`config.mk`:
```
export PLATFORM = sky130hd
export DESIGN_NAME = power_dip_restart_sequencer
export DESIGN_NICKNAME = d
export VERILOG_FILES = /design/src/hdl/dip_restart_pkg.sv /design/src/hdl/power_dip_restart_sequencer.sv
export VERILOG_INCLUDE_DIRS = /design/src /design/src/hdl
export SDC_FILE = /design/constraint.sdc
export NUM_CORES = 1
export LEC_CHECK = 0
export ABC_AREA = 1
export BUFFER_PORTS_ARGS = -buffer_cell sky130_fd_sc_hd__buf_4
export CAP_MARGIN = 20
export CORE_MARGIN = 10
export CORE_UTILIZATION = 60
export CTS_BUF_LIST = sky130_fd_sc_hd__clkbuf_4 sky130_fd_sc_hd__clkbuf_8 sky130_fd_sc_hd__clkbuf_16
export DETAILED_ROUTE_END_ITERATION = 8
export PLACE_DENSITY_LB_ADDON = 0.08
export SETUP_SLACK_MARGIN = 0.02
export SLEW_MARGIN = 20
export SYNTH_ARGS = -nofsm -noshare
export SYNTH_HDL_FRONTEND = slang
export SYNTH_SLANG_ARGS = --single-unit
```
`constraint.sdc`:
```
create_clock -name CLK -period 4.5 [get_ports CLK]
set_clock_uncertainty 0.1 [all_clocks]
set_input_delay 0.45 -clock CLK [delete_from_list [all_inputs] [get_ports CLK]]
set_output_delay 0.45 -clock CLK [all_outputs]
set_load 0.01 [all_outputs]
```
`src/hdl/dip_restart_defines.svh`:
```
// Constants for the power dip restart sequencer
//------------------------------------------------------------
// Summary of operation
//------------------------------------------------------------
// Summary of operation
// Undervoltage while running starts dip handling
// Mode 0 trips at once with alarm
// Mode 1 alarms only after supply recovers
// Mode 4 saves frequency, restarts there on run
// Mode 4 limiter slows to speed, then reaccelerates
// Configurer enables surge current limiter for mode 4
// Mode 5 restarts at starting frequency
// At least half second before any restart
// Two second run window, later runs start fresh
// Outside circuitry reasserts run within two seconds
// Coast stop abandons restart wait
// Every start from idle begins at starting frequency
// Delays counted from clock via tick rate
`ifndef DIP_RESTART_DEFINES_SVH
`define DIP_RESTART_DEFINES_SVH
`define MODE_TRIP_NOW 3'h0
`define MODE_TRIP_AFTER 3'h1
`define MODE_RESTART_SAVED 3'h4
`define MODE_RESTART_START 3'h5
`define CLK_HZ 40000000
`define TICK_HZ 1000
`define DELAY_MS 500
`define WINDOW_MS 2000
`endif

```
`src/hdl/dip_restart_pkg.sv`:
```
// Types shared by the power dip restart sequencer
package dip_restart_pkg;
    typedef enum logic [2:0] {
        ST_IDLE = 3'b000,
        ST_RUN = 3'b001,
        ST_DIP = 3'b011,
        ST_WAIT = 3'b010,
        ST_ALARM = 3'b110
    } state_t;
    typedef struct packed {
        logic [15:0] freq;
        logic run;
        logic alarm;
    } drive_t;
endpackage

```
`src/hdl/power_dip_restart_sequencer.sv`:
```
// Momentary power failure restart sequencer
`timescale 1ns/1ps
`include "dip_restart_defines.svh"
module power_dip_restart_sequencer #(
    parameter int FW = 16,
    parameter int CLK_HZ = `CLK_HZ,
    parameter int TICK_HZ = `TICK_HZ,
    parameter int DELAY_TICKS = `DELAY_MS * TICK_HZ / 1000,
    parameter int WINDOW_TICKS = `WINDOW_MS * TICK_HZ / 1000
) (
    input wire logic CLK,
    input wire logic RST_N,
    input wire logic UNDERVOLT,
    input wire logic RUN_CMD,
    input wire logic COAST_STOP_CMD,
    input wire logic [2:0] RESTART_MODE_SELECT,
    input wire logic [FW-1:0] START_FREQ_SETTING,
    input wire logic [FW-1:0] TARGET_FREQ,
    input wire logic [FW-1:0] PRESENT_FREQ,
    input wire logic LIMITER_MATCHED,
    output logic OUTPUT_EN,
    output logic [FW-1:0] FREQ_REF,
    output logic ALARM_UV,
    output logic SYNC_RESTART
);
    //------------------------------------------------------------
    // Input synchronisers
    //------------------------------------------------------------
    // Clock cycles per timer tick; CLK_HZ must be a whole multiple of TICK_HZ
    localparam int TICK_DIV = CLK_HZ / TICK_HZ;
    logic [3:0] s1_q;
    logic [3:0] s2_q;
    wire [3:0] raw_in = {UNDERVOLT, RUN_CMD, COAST_STOP_CMD, LIMITER_MATCHED};
    // Two stage catch of pin levels
    always_ff @(posedge CLK) begin
        s1_q <= RST_N ? raw_in : 4'h0;
        s2_q <= RST_N ? s1_q : 4'h0;
    end
    // Synchronised levels seen by the sequencer
    wire uv = s2_q[3];
    wire run = s2_q[2];
    wire coast = s2_q[1];
    wire matched = s2_q[0];

    //------------------------------------------------------------
    // Tick prescaler and timers
    //------------------------------------------------------------
    logic [31:0] pre_q;
    logic [31:0] dly_q;
    logic [31:0] win_q;
    wire tick = (pre_q == 32'(TICK_DIV - 1));
    dip_restart_pkg::state_t st_q, st_d;
    // The first tick after detection may come at once, so one extra tick is
    // counted to keep the delay at or above its full length
    wire dly_done = (dly_q > 32'(DELAY_TICKS));
    wire win_open = (win_q < 32'(WINDOW_TICKS));
    // Prescaler runs freely; the timers advance only on its tick
    always_ff @(posedge CLK) begin
        if (!RST_N || tick) begin
            pre_q <= 32'h0;
        end else begin
            pre_q <= pre_q + 32'h1;
        end
    end
    // Delay from detection, held until restart; counts saturate
    always_ff @(posedge CLK) begin
        if (!RST_N || st_q == dip_restart_pkg::ST_RUN || st_q == dip_restart_pkg::ST_IDLE) begin
            dly_q <= 32'h0;
        end else if (tick && !dly_done) begin
            dly_q <= dly_q + 32'h1;
        end
    end
    // Window opens when supply recovers
    always_ff @(posedge CLK) begin
        if (!RST_N || st_q != dip_restart_pkg::ST_WAIT) begin
            win_q <= 32'h0;
        end else if (tick && win_open) begin
            win_q <= win_q + 32'h1;
        end
    end

    //------------------------------------------------------------
    // Sequencer
    //------------------------------------------------------------
    logic [FW-1:0] saved_q;
    logic [FW-1:0] freq_q;
    logic [2:0] mode_q;
    logic alarm_q;
    logic sync_q;
    wire mode0 = (mode_q == `MODE_TRIP_NOW);
    wire mode1 = (mode_q == `MODE_TRIP_AFTER);
    wire mode4 = (mode_q == `MODE_RESTART_SAVED);
    wire restart_ok = run && dly_done && win_open && !coast;
    // Saved frequency only within window and mode 4; else start fresh
    wire [FW-1:0] restart_freq = mode4 ? saved_q : START_FREQ_SETTING;

    // Next state; undervoltage has priority over run and coast while running
    always_comb begin
        st_d = st_q;
        case (st_q)
            dip_restart_pkg::ST_IDLE: begin
                if (run && !coast && !uv) begin
                    st_d = dip_restart_pkg::ST_RUN;
                end
            end
            dip_restart_pkg::ST_RUN: begin
                if (uv) begin
                    st_d = mode0 ? dip_restart_pkg::ST_ALARM : dip_restart_pkg::ST_DIP;
                end else if (!run || coast) begin
                    st_d = dip_restart_pkg::ST_IDLE;
                end
            end
            dip_restart_pkg::ST_DIP: begin
                if (coast && !mode1) begin
                    st_d = dip_restart_pkg::ST_IDLE;
                end else if (!uv) begin
                    st_d = mode1 ? dip_restart_pkg::ST_ALARM : dip_restart_pkg::ST_WAIT;
                end
            end
            dip_restart_pkg::ST_WAIT: begin
                if (uv) begin
                    st_d = dip_restart_pkg::ST_DIP;
                end else if (coast || !win_open) begin
                    st_d = dip_restart_pkg::ST_IDLE;
                end else if (restart_ok) begin
                    st_d = dip_restart_pkg::ST_RUN;
                end
            end
            dip_restart_pkg::ST_ALARM: begin
                st_d = dip_restart_pkg::ST_ALARM;
            end
            default: begin
                st_d = dip_restart_pkg::ST_IDLE;
            end
        endcase
    end

    // Event decodes from the present and next state
    wire uv_event = (st_q == dip_restart_pkg::ST_RUN) && uv;
    wire fresh_start = (st_q == dip_restart_pkg::ST_IDLE) && (st_d == dip_restart_pkg::ST_RUN);
    wire dip_restart = (st_q == dip_restart_pkg::ST_WAIT) && (st_d == dip_restart_pkg::ST_RUN);

    // Normal running follows the target; the limiter phase holds the saved value
    wire in_run = (st_q == dip_restart_pkg::ST_RUN);
    wire [FW-1:0] run_freq = sync_q ? saved_q : TARGET_FREQ;
    // Priority: fresh start, then dip restart, then running, else hold
    wire [FW-1:0] freq_d = fresh_start ? START_FREQ_SETTING :
        (dip_restart ? restart_freq : (in_run ? run_freq : freq_q));
    // Mode is frozen inside a dip so a change mid dip has no effect
    wire mode_hold = (st_q == dip_restart_pkg::ST_DIP) || (st_q == dip_restart_pkg::ST_WAIT);
    // Sync phase: set on a mode 4 restart, cleared on a match or on leaving run
    wire sync_set = dip_restart && mode4;
    wire sync_clr = !in_run || matched;

    // State register
    always_ff @(posedge CLK) begin
        if (!RST_N) begin
            st_q <= dip_restart_pkg::ST_IDLE;
        end else begin
            st_q <= st_d;
        end
    end
    // Restart mode, sampled only outside a dip
    always_ff @(posedge CLK) begin
        if (!RST_N) begin
            mode_q <= 3'h0;
        end else if (!mode_hold) begin
            mode_q <= RESTART_MODE_SELECT;
        end
    end
    // Output frequency captured at the moment of failure
    always_ff @(posedge CLK) begin
        if (!RST_N) begin
            saved_q <= '0;
        end else if (uv_event) begin
            saved_q <= PRESENT_FREQ;
        end
    end
    // Alarm is sticky: only reset clears it, so a later run cannot hide it
    always_ff @(posedge CLK) begin
        if (!RST_N) begin
            alarm_q <= 1'b0;
        end else if (st_d == dip_restart_pkg::ST_ALARM) begin
            alarm_q <= 1'b1;
        end
    end
    // Frequency reference register
    always_ff @(posedge CLK) begin
        if (!RST_N) begin
            freq_q <= '0;
        end else begin
            freq_q <= freq_d;
        end
    end
    // Limiter owns frequency until speed matches; a set wins over a clear
    always_ff @(posedge CLK) begin
        if (!RST_N) begin
            sync_q <= 1'b0;
        end else if (sync_set) begin
            sync_q <= 1'b1;
        end else if (sync_clr) begin
            sync_q <= 1'b0;
        end
    end

    //------------------------------------------------------------
    // Outputs
    //------------------------------------------------------------
    always_ff @(posedge CLK) begin
        if (!RST_N) begin
            OUTPUT_EN <= 1'b0;
            FREQ_REF <= '0;
            ALARM_UV <= 1'b0;
            SYNC_RESTART <= 1'b0;
        end else begin
            // Output drops one clock after undervoltage is seen, on the edge that leaves run
            OUTPUT_EN <= (st_q == dip_restart_pkg::ST_RUN) && !uv;
            FREQ_REF <= freq_q;
            ALARM_UV <= alarm_q;
            SYNC_RESTART <= sync_q;
        end
    end
endmodule

```
# Word-level counts from Yosys, hierarchy flattened
# Cells that the tools add are included.
dict set report op_classes {
  n_lt_le_gt_ge 2
  addsub 3
  n_eq_ne 10
  mux 18
  reduce_logical 33
}
# op count
set op_table {}
lappend op_table {{adder 32 x 1 -> 32 bit (second input constant)} 3}
lappend op_table {{two-way mux 16 bit} 5}
lappend op_table {{== test 32 x 16 -> 1 bit (second input constant)} 1}
lappend op_table {{> comparator 32 x 9 -> 1 bit (second input constant)} 1}
lappend op_table {{< comparator 32 x 11 -> 1 bit (second input constant)} 1}
lappend op_table {{two-way mux 3 bit} 10}
lappend op_table {{case mux 3 bit (5 select lines)} 1}
lappend op_table {{logical AND 1 bit} 13}
lappend op_table {{== test 3 x 1 -> 1 bit (second input constant)} 3}
lappend op_table {{== test 3 bit (second input constant)} 3}
lappend op_table {{zero test 1 bit} 8}
lappend op_table {{logical OR 1 bit} 8}
lappend op_table {{== test 3 x 2 -> 1 bit (second input constant)} 2}
lappend op_table {{zero test 3 bit} 2}
lappend op_table {{!= test 3 x 2 -> 1 bit (second input constant)} 1}
lappend op_table {{nonzero test 3 bit} 1}
lappend op_table {{two-way mux 1 bit} 2}
lappend op_table {{nonzero test 2 bit} 1}
dict set report totals {
  inputBits 57
  regBits 163
  output_inout_bits 19
}

# Depth between registers and ports, before layout
# Gate-level depths: netlist (run 1).
dict set report logic_depth {
  depth_word 12
  ltp_mapped 16
}

# Least setup slack after synthesis (run 1)
# No wires, ideal clock.
dict set report synth_path {
  path_type {reg2reg}
  start {reg dly_q[0]}
  end {reg freq_q[0]}
  n_path_buf 1
  period_less_slack_ps 2033
  path_stages_with_launch 14
  setup_ps 118
  setup_slack_ps 2467
  arrival_ps 1815
  path_cell_list {dfxtp_1 -> inv_1 -> ha_1 -> o21ai_1 -> nand2_1 -> nand4_1 -> nand3_2 -> nand2_1 -> nand2_1 -> a21oi_4 -> nand3_4 -> buf_2 -> a21oi_1 -> a21oi_1}
}
dict set report synth_between {
  elab_chain_cells 12
  elab_cells_between_ends 14
  classes_between {order compare (1); eq/ne (1); mux (6); reduce/logical (6)}
}
# element line
set synth_rtl {}
lappend synth_rtl {{start: declaration} power_dip_restart_sequencer.sv:49} ;# logic [31:0] dly_q;
lappend synth_rtl {{start signal: assignment} power_dip_restart_sequencer.sv:70} ;# dly_q <= dly_q + 32'h1;
lappend synth_rtl {{> comparator 32 x 9 -> 1 bit *} power_dip_restart_sequencer.sv:55} ;# wire dly_done = (dly_q > 32'(DELAY_TICKS));
lappend synth_rtl {{logical AND 1 bit * (3 in series)} power_dip_restart_sequencer.sv:93} ;# wire restart_ok = run && dly_done && win_open && !coast;
lappend synth_rtl {{two-way mux 3 bit *} power_dip_restart_sequencer.sv:125} ;# end else if (restart_ok) begin
lappend synth_rtl {{two-way mux 3 bit *} power_dip_restart_sequencer.sv:123} ;# end else if (coast || !win_open) begin
lappend synth_rtl {{two-way mux 3 bit *} power_dip_restart_sequencer.sv:121} ;# if (uv) begin
lappend synth_rtl {{case mux 3 bit (5 select lines) *} power_dip_restart_sequencer.sv:100} ;# case (st_q)
lappend synth_rtl {{== test 3 x 1 -> 1 bit *} {power_dip_restart_sequencer.sv:140, power_dip_restart_sequencer.sv:141}}
lappend synth_rtl {{logical AND 1 bit} power_dip_restart_sequencer.sv:141} ;# wire dip_restart = (st_q == dip_restart_pkg::ST_WAIT) && (st_d == dip_restart_pkg::ST_RUN);
lappend synth_rtl {{two-way mux 16 bit} power_dip_restart_sequencer.sv:148} ;# (dip_restart ? restart_freq : (in_run ? run_freq : freq_q));
lappend synth_rtl {{two-way mux 16 bit} power_dip_restart_sequencer.sv:147} ;# wire [FW-1:0] freq_d = fresh_start ? START_FREQ_SETTING :
lappend synth_rtl {{end signal: assignment} power_dip_restart_sequencer.sv:192} ;# freq_q <= freq_d;
lappend synth_rtl {{end: declaration} power_dip_restart_sequencer.sv:86} ;# logic [FW-1:0] freq_q;
# Mark *: on every way between the ends. The rest lies on a longest branch, timed or not.
# A chain may end at the register's enable or synchronous reset.

# Worst setup path after layout (run 1)
dict set report layout_path {
  start {reg dly_q[0]}
  end {reg freq_q[1]}
}
# Same word-level chain as after synthesis.

==> results of run 1 <==
==> cells in the mapped netlist, types with 2 or more instances <==
library cell | count | share of area (%)
buf_2 | 5 | 0.35
inv_1 | 174 | 9.0
nor4_1 | 10 | 0.86
nor3b_1 | 3 | 0.31
nand2_1 | 193 | 10
nor2_2 | 7 | 0.61
xnor2_1 | 7 | 0.85
nand3_1 | 35 | 2.4
xor2_1 | 12 | 1.5
nand4_1 | 32 | 2.8
nor3_1 | 15 | 1.0
nand3_4 | 2 | 0.48
clkbuf_1 | 28 | 1.5
a21oi_1 | 74 | 5.1
o21a_1 | 3 | 0.31
inv_2 | 5 | 0.26
a211oi_1 | 3 | 0.31
nor3_2 | 4 | 0.55
nand3b_1 | 18 | 1.9
buf_6 | 3 | 0.47
dfxtp_1 | 163 | 45
nor4_2 | 2 | 0.35
ha_1 | 4 | 0.69
buf_1 | 2 | 0.10
nand2_2 | 2 | 0.17
o31ai_1 | 2 | 0.21
o21ai_0 | 66 | 4.6
nor2_1 | 137 | 7.1
==> registers in the layout (all words and copies together), names as in the netlist <==
| name | cells |
|---|---|
| s2_q | 4 |
| s1_q | 4 |
| ALARM_UV | 1 |
| FREQ_REF | 16 |
| win_q | 32 |
| st_q | 3 |
| OUTPUT_EN | 1 |
| pre_q | 32 |
| SYNC_RESTART | 1 |
| dly_q | 32 |
| saved_q | 16 |
| mode_q | 3 |
| sync_q | 1 |
| alarm_q | 1 |
| freq_q | 16 |
==> critical path, delay by kind of cell (launching register included) <==
family,cells,cell delay (ns)
compound gates,3,0.77
simple gates,8,1.14
fa+ha+maj,1,0.20
flops,1,0.33
buf+inv,1,0.08
==> per-stage QoR <==
step / worst slack [ns] / power [mW] / std cells
6_report: 1.79 / 3.10 / 1242
5_1_grt: 1.52 / 3.22 / 1242
4_1_cts: 1.81 / 3.12 / 1242
3_5_place_dp: 1.59 / 1.73 / 1210
3_3_place_gp: 1.66 / 1.73 / 1210
2_1_floorplan: 2.47 / 1.65 / 1022
==> metal layers <==
metal	vias to the layer above	global-route usage [%]
li1	3339	-
met1	2727	27.3
met2	171	26.6
met3	22	5.48
met4	0	6.08
met5	-	0
==> how the worst max path moves through the flow <==
stage / startpoint / end / slack, ns / cells past startpoint
final: dly_q[0]$_SDFFE_PP0P_ / freq_q[1]$_SDFFE_PN0P_ / 1.79 / 13
after global routing: dly_q[0]$_SDFFE_PP0P_ / freq_q[2]$_SDFFE_PN0P_ / 1.52 / 13
after CTS: dly_q[0]$_SDFFE_PP0P_ / freq_q[1]$_SDFFE_PN0P_ / 1.81 / 13
after detailed placement: RST_N / dly_q[1]$_SDFFE_PP0P_ / 1.59 / 5
after global placement: RST_N / dly_q[5]$_SDFFE_PP0P_ / 1.66 / 6
after floorplan: dly_q[0]$_SDFFE_PP0P_ / freq_q[0]$_SDFFE_PN0P_ / 2.47 / 13
==> cells by family (layout without fill, tap and decap cells) <==
family | count (synthesis) | in the layout | share of synthesized area (%)
and+or+nand+nor | 465 | 465 | 29.1
buffers and inverters | 218 | 291 | 11.7
DFF | 163 | 163 | 45.1
AOI/OAI and AO/OA | 153 | 153 | 11.1
xor gates and xnor gates | 19 | 19 | 2.30
adders and majority gates | 4 | 4 | 0.692
==> where the power goes <==
part	switching [mW]	internal (mW)
logic	0.114	0.0922
clock network	0.612	0.790
registers	0.0168	1.48
total	0.743	2.36
==> cell type report <==
| class | count | area, µm² |
|---|---|---|
| Fill cell | 1034 | 3490 |
| Inverter | 180 | 676 |
| Tap cell | 147 | 184 |
| Multi-Input combinational cell | 641 | 3130 |
| Clock inverter | 14 | 136 |
| Sequential cell | 163 | 3260 |
| Timing Repair Buffer | 79 | 593 |
| Clock buffer | 18 | 439 |
==> results.cfg, run 1 <==
[cts]
cts_root_buffer = clkbuf_16
clk_pin_slew_ns = 0.07
cts_buffers = 17
hold_buffers = 0
htree_levels = 4
clock-sinks = 163
cts_resized = 0
cts_tree = done
cts_setup_buffers = 0
clkLatencyLatePin_ns = 0.43
clockBufferDepth = 2

[global_routing]
antenna_found_initial = 0
grt_use_total_pct = 19.0
grt_remaining_overflow = 0
grt_pass1_wl_um = 26300
grt_pass1_vias = 5625
grt_max_degree = 65

[critical_path]
cp_max_fo = 32
cp_common_cell = nand2_1
crit_chain = inv_1 -> ha_1 -> o21ai_1 -> nand2_1 -> nand4_1 -> nand3_2 -> nand2_1 -> nand2_1 -> a21oi_4 -> nand3_4 -> nand3b_1 -> nand2_1 -> a21oi_1
cp-end-kind = flop
worstPathRequired_ns = 4.76
reg2reg_to = freq_q[1]$_SDFFE_PN0P_
start_kind = flop
worst_ep_arrival_time_ns = 2.96
rr_startpoint = dly_q[0]$_SDFFE_PP0P_
path_class = reg -> reg
critPathMaxStageDelay_ns = 0.50
reg2reg_depth = 13
reg2reg_setup_slack_ns = 1.79
crit_slowest_cell = a21oi_4

[placed_design]
io_buffers = 75
hpwl_um = 10900
gp_congestion = 0.866
post_dp_cell_area_um2 = 7840

[die]
die_area_um2 = 16900
num_rows = 40
fp.dieH_um = 130
start_util_pct = 60.8
io_pins = 76
dieWidth_um = 130
core_um2 = 11900

[timing]
fmax_mhz = 369
period_share_pct = 60.2
hold_viol = 0
drv_slew = 0
setup_viol = 0
worst_pin_slew_ns = 1.02
grt_setup_unrepaired = no
fin_crit_ns = 2.71
totalNegativeSetupSlack_ns = 0
fin_hold_ws_ns = 0.102
slew_headroom_pct = 31.7

[detailed_routing]
wl_per_cell_um = 12.6
num_vias = 6259
viasPerCell = 5.04
top_layer = met4
dr_wl_met2_um = 6530
drtAntennaViolNets = 0
drc = 0
first_pass_iters = 5
wl_met3_um = 991
m1WireLength_um = 7830
routed_wl_um = 15600
drtIter0Drc = 589

[power]
ir_drop_mv = 0.250
powerDensity_nw_per_um2 = 369
power_leakage_nw = 3.75

[min_path]
min_path_type = in -> reg
worstHoldStart = LIMITER_MATCHED
holdPathStages = 3
min_to = s1_q[0]$_SDFF_PN0_

[final_layout]
antenna_cells = 0
syn2layout_area_growth_pct = 16.3
fin_area_um2 = 8420
final_common_cell = nand2_1
finalCoreUtilization_pct = 70.7
layout_common_cells = nand2_1 (193), inv_1 (174), dfxtp_1 (163)
final_layout_size_suffix_gt1_share_pct = 12.5
nets = 1143

[synth]
yosysWarnings = 0
yosysSeqAreaShare_pct = 45.1
post_synth.cell_area_avg_um2 = 7.08
async_flop_share_pct = 0
syn-instance-count = 1022
synth_area_um2 = 7240
synth-seq-cells = 163
ys_types = 39
synth_edf_count = 0
synth_flop_cell = dfxtp_1
syn_nets = 1083

[run]
max-cap-violations = 0

[status]
status = completed
(Power assumes the default switching activity.)
==> inputs of run 2 (changes only) <==
- CORE_UTILIZATION: 60 -> 59
- clock period: 4.5 -> 2.53 ns (I/O delays scaled with it)
==> run 2 against run 1 <==
  * Flip-flop and latch count did not move
  * Final area up 2.3%
  * Setup slack worse by 1.6 ns
  * Via count increased by 3.0%
  * Critical path depth grew 1
  * Sequential power is 77% higher
  * Power up 74%
  * Combinational power rose by 90%
  * Die area up 1.4%
  * Sequential share of layout area is 0.88 points lower
  * Final cell count up 1.9%
  * Global-route usage decreased by 0.38 points
  * Highest routed layer unchanged
==> results.cfg, run 2 (synthesis gave the netlist of run 1 again) <==
[status]
status = completed

[final_layout]
final_layout_size_suffix_gt1_share_pct = 13.7
syn2layout_area_growth_pct = 19.0
nFillCells = 1034
seq_area_um2 = 3260
fin_area_um2 = 8610
multiInputGateArea_um2 = 3170
layout_common_cells = nand2_1 (193), inv_1 (174), dfxtp_1 (163)
top_regs = dly_q x32, pre_q x32, win_q x32
final_common_cell = nand2_1
antenna_cells = 0
nets = 1167

[cts]
clockBufferDepth = 2
clkLatencyLatePin_ns = 0.43
cts_tree = done
clk_pin_slew_ns = 0.06
clock-sinks = 163
cts_buffers = 17
cts_root_buffer = clkbuf_16
htree_levels = 4

[die]
start_util_pct = 60.3
fp.dieH_um = 131
die_area_um2 = 17100
core_um2 = 12000
io_pins = 76
num_rows = 40
dieWidth_um = 131

[global_routing]
grt_remaining_overflow = 0
grt_use_total_pct = 18.6
antenna_found_initial = 0
grt_pass1_wl_um = 25800
grt_pass1_vias = 5732
grt_max_degree = 63

[critical_path]
reg2reg_setup_slack_ns = 0.20
start_kind = flop
worst_ep_arrival_time_ns = 2.55
cp-end-kind = flop
path_class = reg -> reg
worstPathRequired_ns = 2.74
cp_max_fo = 12

[detailed_routing]
wl_per_cell_um = 12.4
drtIter0Drc = 402
first_pass_iters = 5
drtAntennaViolNets = 0
viasPerCell = 5.09
num_vias = 6446
routed_wl_um = 15700
drc = 0

[min_path]
min_path_type = in -> reg

[placed_design]
gp_congestion = 0.910
io_buffers = 75
post_dp_cell_area_um2 = 7920
hpwl_um = 10900

[timing]
grt_setup_unrepaired = no
fin_hold_ws_ns = 0.00482
period_share_pct = 92.2
fmax_mhz = 429
worst_pin_slew_ns = 0.561
setup_viol = 0
fin_crit_ns = 2.33
hold_viol = 0
totalNegativeSetupSlack_ns = 0
drv_slew = 0
slew_headroom_pct = 62.6

[power]
ir_drop_mv = 0.484
power_leakage_nw = 3.83
p_total_mw = 5.40
powerDensity_nw_per_um2 = 627

[run]
max-cap-violations = 0
## run 2: cell types whose count changed in the layout (fill, tap and decap cells not counted), moves of 2 or more
cell,change
buf_4,+13
dlygate4sd3_1,+9
inv_6,-4
clkinv_2,+2
clkinv_4,+2
## run 2: layer usage
metal  up-vias  wire [µm]  GRT usage [%]
li1       3386          -              -
met1      2816       7780           26.9
met2       227       6610           25.5
met3        17       1110           5.56
met4         0        186           6.47
met5         -          0              0
## run 2: stage by stage
stage | setup WS, ns | std cells | util [%]
2_1_floorplan | 0.497 | 1022 | -
3_3_place_gp | 0.231 | 1220 | 65.9
3_5_place_dp | 0.124 | 1220 | 65.9
4_1_cts | 0.112 | 1261 | 71.2
5_1_grt | 0.0174 | 1266 | 71.7
6_report | 0.196 | 1266 | 71.7
## run 2: repair_timing
action,CTS,global route
hold endpoints to repair,9,0
buffers inserted,0,3
resized for setup,0,4
hold buffers,9,0
endpoints found under the setup margin,0,20
## run 2: path summary, 6_finish.rpt
path,from,end,depth (start not counted)
worst min register to register,s2_q[0]$_SDFF_PN0_,sync_q$_SDFFE_PN0P_,1
worst min-delay path,PRESENT_FREQ[14],saved_q[14]$_SDFFE_PN0P_,3
worst max-delay path,dly_q[0]$_SDFFE_PP0P_,freq_q[13]$_SDFFE_PN0P_,14
worst max register to register,dly_q[0]$_SDFFE_PP0P_,freq_q[13]$_SDFFE_PN0P_,14
## run 2: layout make-up
class / count / share of cell area (%)
flip-flops and latches: 163 / 37.9
multi-input cells: 643 / 36.7
repair buffers: 101 / 9.06
inverters: 180 / 7.84
clock buffers: 18 / 5.10
well taps: 147 / 2.14
clock inverters: 14 / 1.23
## run 2: worst max-delay path: stages (launching register included)
cell and delay, ns:
dfxtp_1 0.33, inv_1 0.08, ha_1 0.19, o21ai_1 0.13, nand2_1 0.08, nand4_1 0.16, nand3_2 0.09, nand2_1 0.07
nand2_1 0.08, a21oi_4 0.17, buf_4 0.21, buf_4 0.21, nand4_1 0.12, nand3_1 0.14, a21oi_1 0.08
## run 2: where the power goes
| part | total (mW) | leakage (nW) | switching, mW | internal, mW |
|---|---|---|---|---|
| logic | 0.392 | 2.25 | 0.211 | 0.182 |
| clock network | 2.35 | 0.265 | 1.06 | 1.29 |
| registers | 2.66 | 1.32 | 0.0276 | 2.63 |
==> inputs of run 3 (changes only) <==
- CORE_MARGIN: 10 -> 3
- GPL_ROUTABILITY_DRIVEN: unset -> 0
==> run 3 against run 2 <==
  * Flip-flop and latch count is the same
  * Combinational power barely moved
  * Final cell count shrank 0.63%
  * First-iteration DRC count grew 70%
  * Setup slack improved by 0.078 ns
  * Via count barely moved
  * Critical endpoint is now freq_q[3]$_SDFFE_PN0P_
  * Highest routed layer unchanged
==> results.cfg, run 3 (synthesis gave the netlist of run 1 again) <==
[status]
status = completed

[final_layout]
top_regs = dly_q x32, pre_q x32, win_q x32
syn2layout_area_growth_pct = 20.5
finalCoreUtilization_pct = 74.4
fin_area_um2 = 8720
antenna_cells = 0
layout_common_cells = nand2_1 (192), inv_1 (174), dfxtp_1 (162)
finalNonFillerCells = 1258
final_common_cell = nand2_1
final_layout_size_suffix_gt1_share_pct = 14.0
nets = 1163

[cts]
cts_tree = done
cts_buffers = 17
clockBufferDepth = 2
clk_pin_slew_ns = 0.07
htree_levels = 4
clkLatencyLatePin_ns = 0.43
clock-sinks = 163
cts_root_buffer = clkbuf_16

[critical_path]
path_class = reg -> reg
reg2reg_depth = 14
cp-end-kind = flop
reg2reg_setup_slack_ns = 0.27
worst_ep_arrival_time_ns = 2.50
reg2reg_to = freq_q[3]$_SDFFE_PN0P_
cp_max_fo = 16
start_kind = flop
worstPathRequired_ns = 2.78
rr_startpoint = dly_q[0]$_SDFFE_PP0P_

[placed_design]
hpwl_um = 10600
dp_slack_ns = 0.155
post_dp_cell_area_um2 = 7910
io_buffers = 75
place_inst = 1215

[global_routing]
grt_pass1_wl_um = 26200
grt_pass1_vias = 5748
grt_use_total_pct = 23.9
grt_max_degree = 64
grt_remaining_overflow = 0
antenna_found_initial = 0

[timing]
fin_ws_ns = 0.274
drv_slew = 0
worst_pin_slew_ns = 0.586
hold_viol = 0
grt_setup_unrepaired = no
fin_crit_ns = 2.26
fin_hold_ws_ns = 0.00591
fmax_mhz = 443
totalNegativeSetupSlack_ns = 0
setup_viol = 0
period_share_pct = 89.2
slew_headroom_pct = 60.9

[die]
start_util_pct = 61.8
io_pins = 76
fp.dieH_um = 117
dieWidth_um = 117
core_um2 = 11700
die_area_um2 = 13600
num_rows = 39

[min_path]
min_to = mode_q[1]$_SDFFE_PN0N_
worstHoldStart = RESTART_MODE_SELECT[1]
holdPathStages = 3
min_path_type = in -> reg

[detailed_routing]
drc = 0
dr_wl_met2_um = 6810
viasPerCell = 5.12
drtIter0Drc = 684
top_layer = met4
routed_wl_um = 16000
wl_met3_um = 990
first_pass_iters = 5
num_vias = 6441
drtAntennaViolNets = 0
m1WireLength_um = 7990
wl_per_cell_um = 12.7

[power]
ir_drop_mv = 0.428
power_leakage_nw = 3.91
powerDensity_nw_per_um2 = 670
p_total_mw = 5.84

[run]
max-cap-violations = 0
==> run 3: cell count changes in the layout (fill, tap and decap cells not counted), moves of 2 or more <==
cell           change
buf_4              -2
bufinv_16          +4
clkbuf_4           +2
clkinv_2           -4
clkinvlp_4         -2
dlygate4sd3_1      -3
nor3_1             -2
nor3_4             +2
==> run 3: report_power, final <==
group,internal [mW],switching (mW)
clock network,1.72,1.07
logic,0.179,0.211
registers,2.63,0.0314
==> run 3: how the worst max path moves through the flow <==
stage,startpoint,endpoint,slack (ns),cells after the start
6_report,dly_q[0]$_SDFFE_PP0P_,freq_q[3]$_SDFFE_PN0P_,0.27,14
5_1_grt,pre_q[1]$_SDFF_PP0_,pre_q[30]$_SDFF_PP0_,0.02,12
4_1_cts,dly_q[0]$_SDFFE_PP0P_,freq_q[3]$_SDFFE_PN0P_,0.11,13
3_5_place_dp,dly_q[0]$_SDFFE_PP0P_,freq_q[7]$_SDFFE_PN0P_,0.15,13
3_3_place_gp,pre_q[0]$_SDFF_PP0_,win_q[6]$_SDFFE_PP0P_,0.14,11
2_1_floorplan,dly_q[0]$_SDFFE_PP0P_,freq_q[0]$_SDFFE_PN0P_,0.50,13
==> run 3: layout make-up <==
| cell class | count | area (µm²) |
|---|---|---|
| repair buffers | 97 | 756 |
| well taps | 143 | 179 |
| inverters | 180 | 676 |
| fillers | 929 | 2990 |
| clock inverters | 12 | 194 |
| flip-flops and latches | 163 | 3260 |
| multi-input cells | 643 | 3190 |
| clock buffers | 20 | 454 |
==> run 3: worst max-delay path, cell delays in order, from the launching register on <==
cell	delay (ns)
dfxtp_1	0.34
inv_1	0.08
ha_1	0.19
o21ai_1	0.12
nand2_1	0.06
nand4_1	0.14
nand3_2	0.09
nand2_1	0.07
nand2_1	0.08
a21oi_4	0.18
buf_12	0.15
nand3_4	0.19
nand3b_1	0.16
nand2_1	0.07
a21oi_1	0.16
==> run 3: repair_timing <==
item	4_1_cts	5_1_grt
endpoints found under the hold margin	6	0
resized for setup	0	10
hold buffers	6	0
endpoints found under the setup margin	0	25
buffers inserted	0	3
==> run 3: layer usage <==
| layer | global-route usage [%] | vias to the layer above |
|---|---|---|
| met2 | 35.5 | 211 |
| met4 | 7.19 | 0 |
| met3 | 5.85 | 21 |
| met5 | 0 | - |
| met1 | 34.3 | 2828 |
| li1 | - | 3381 |
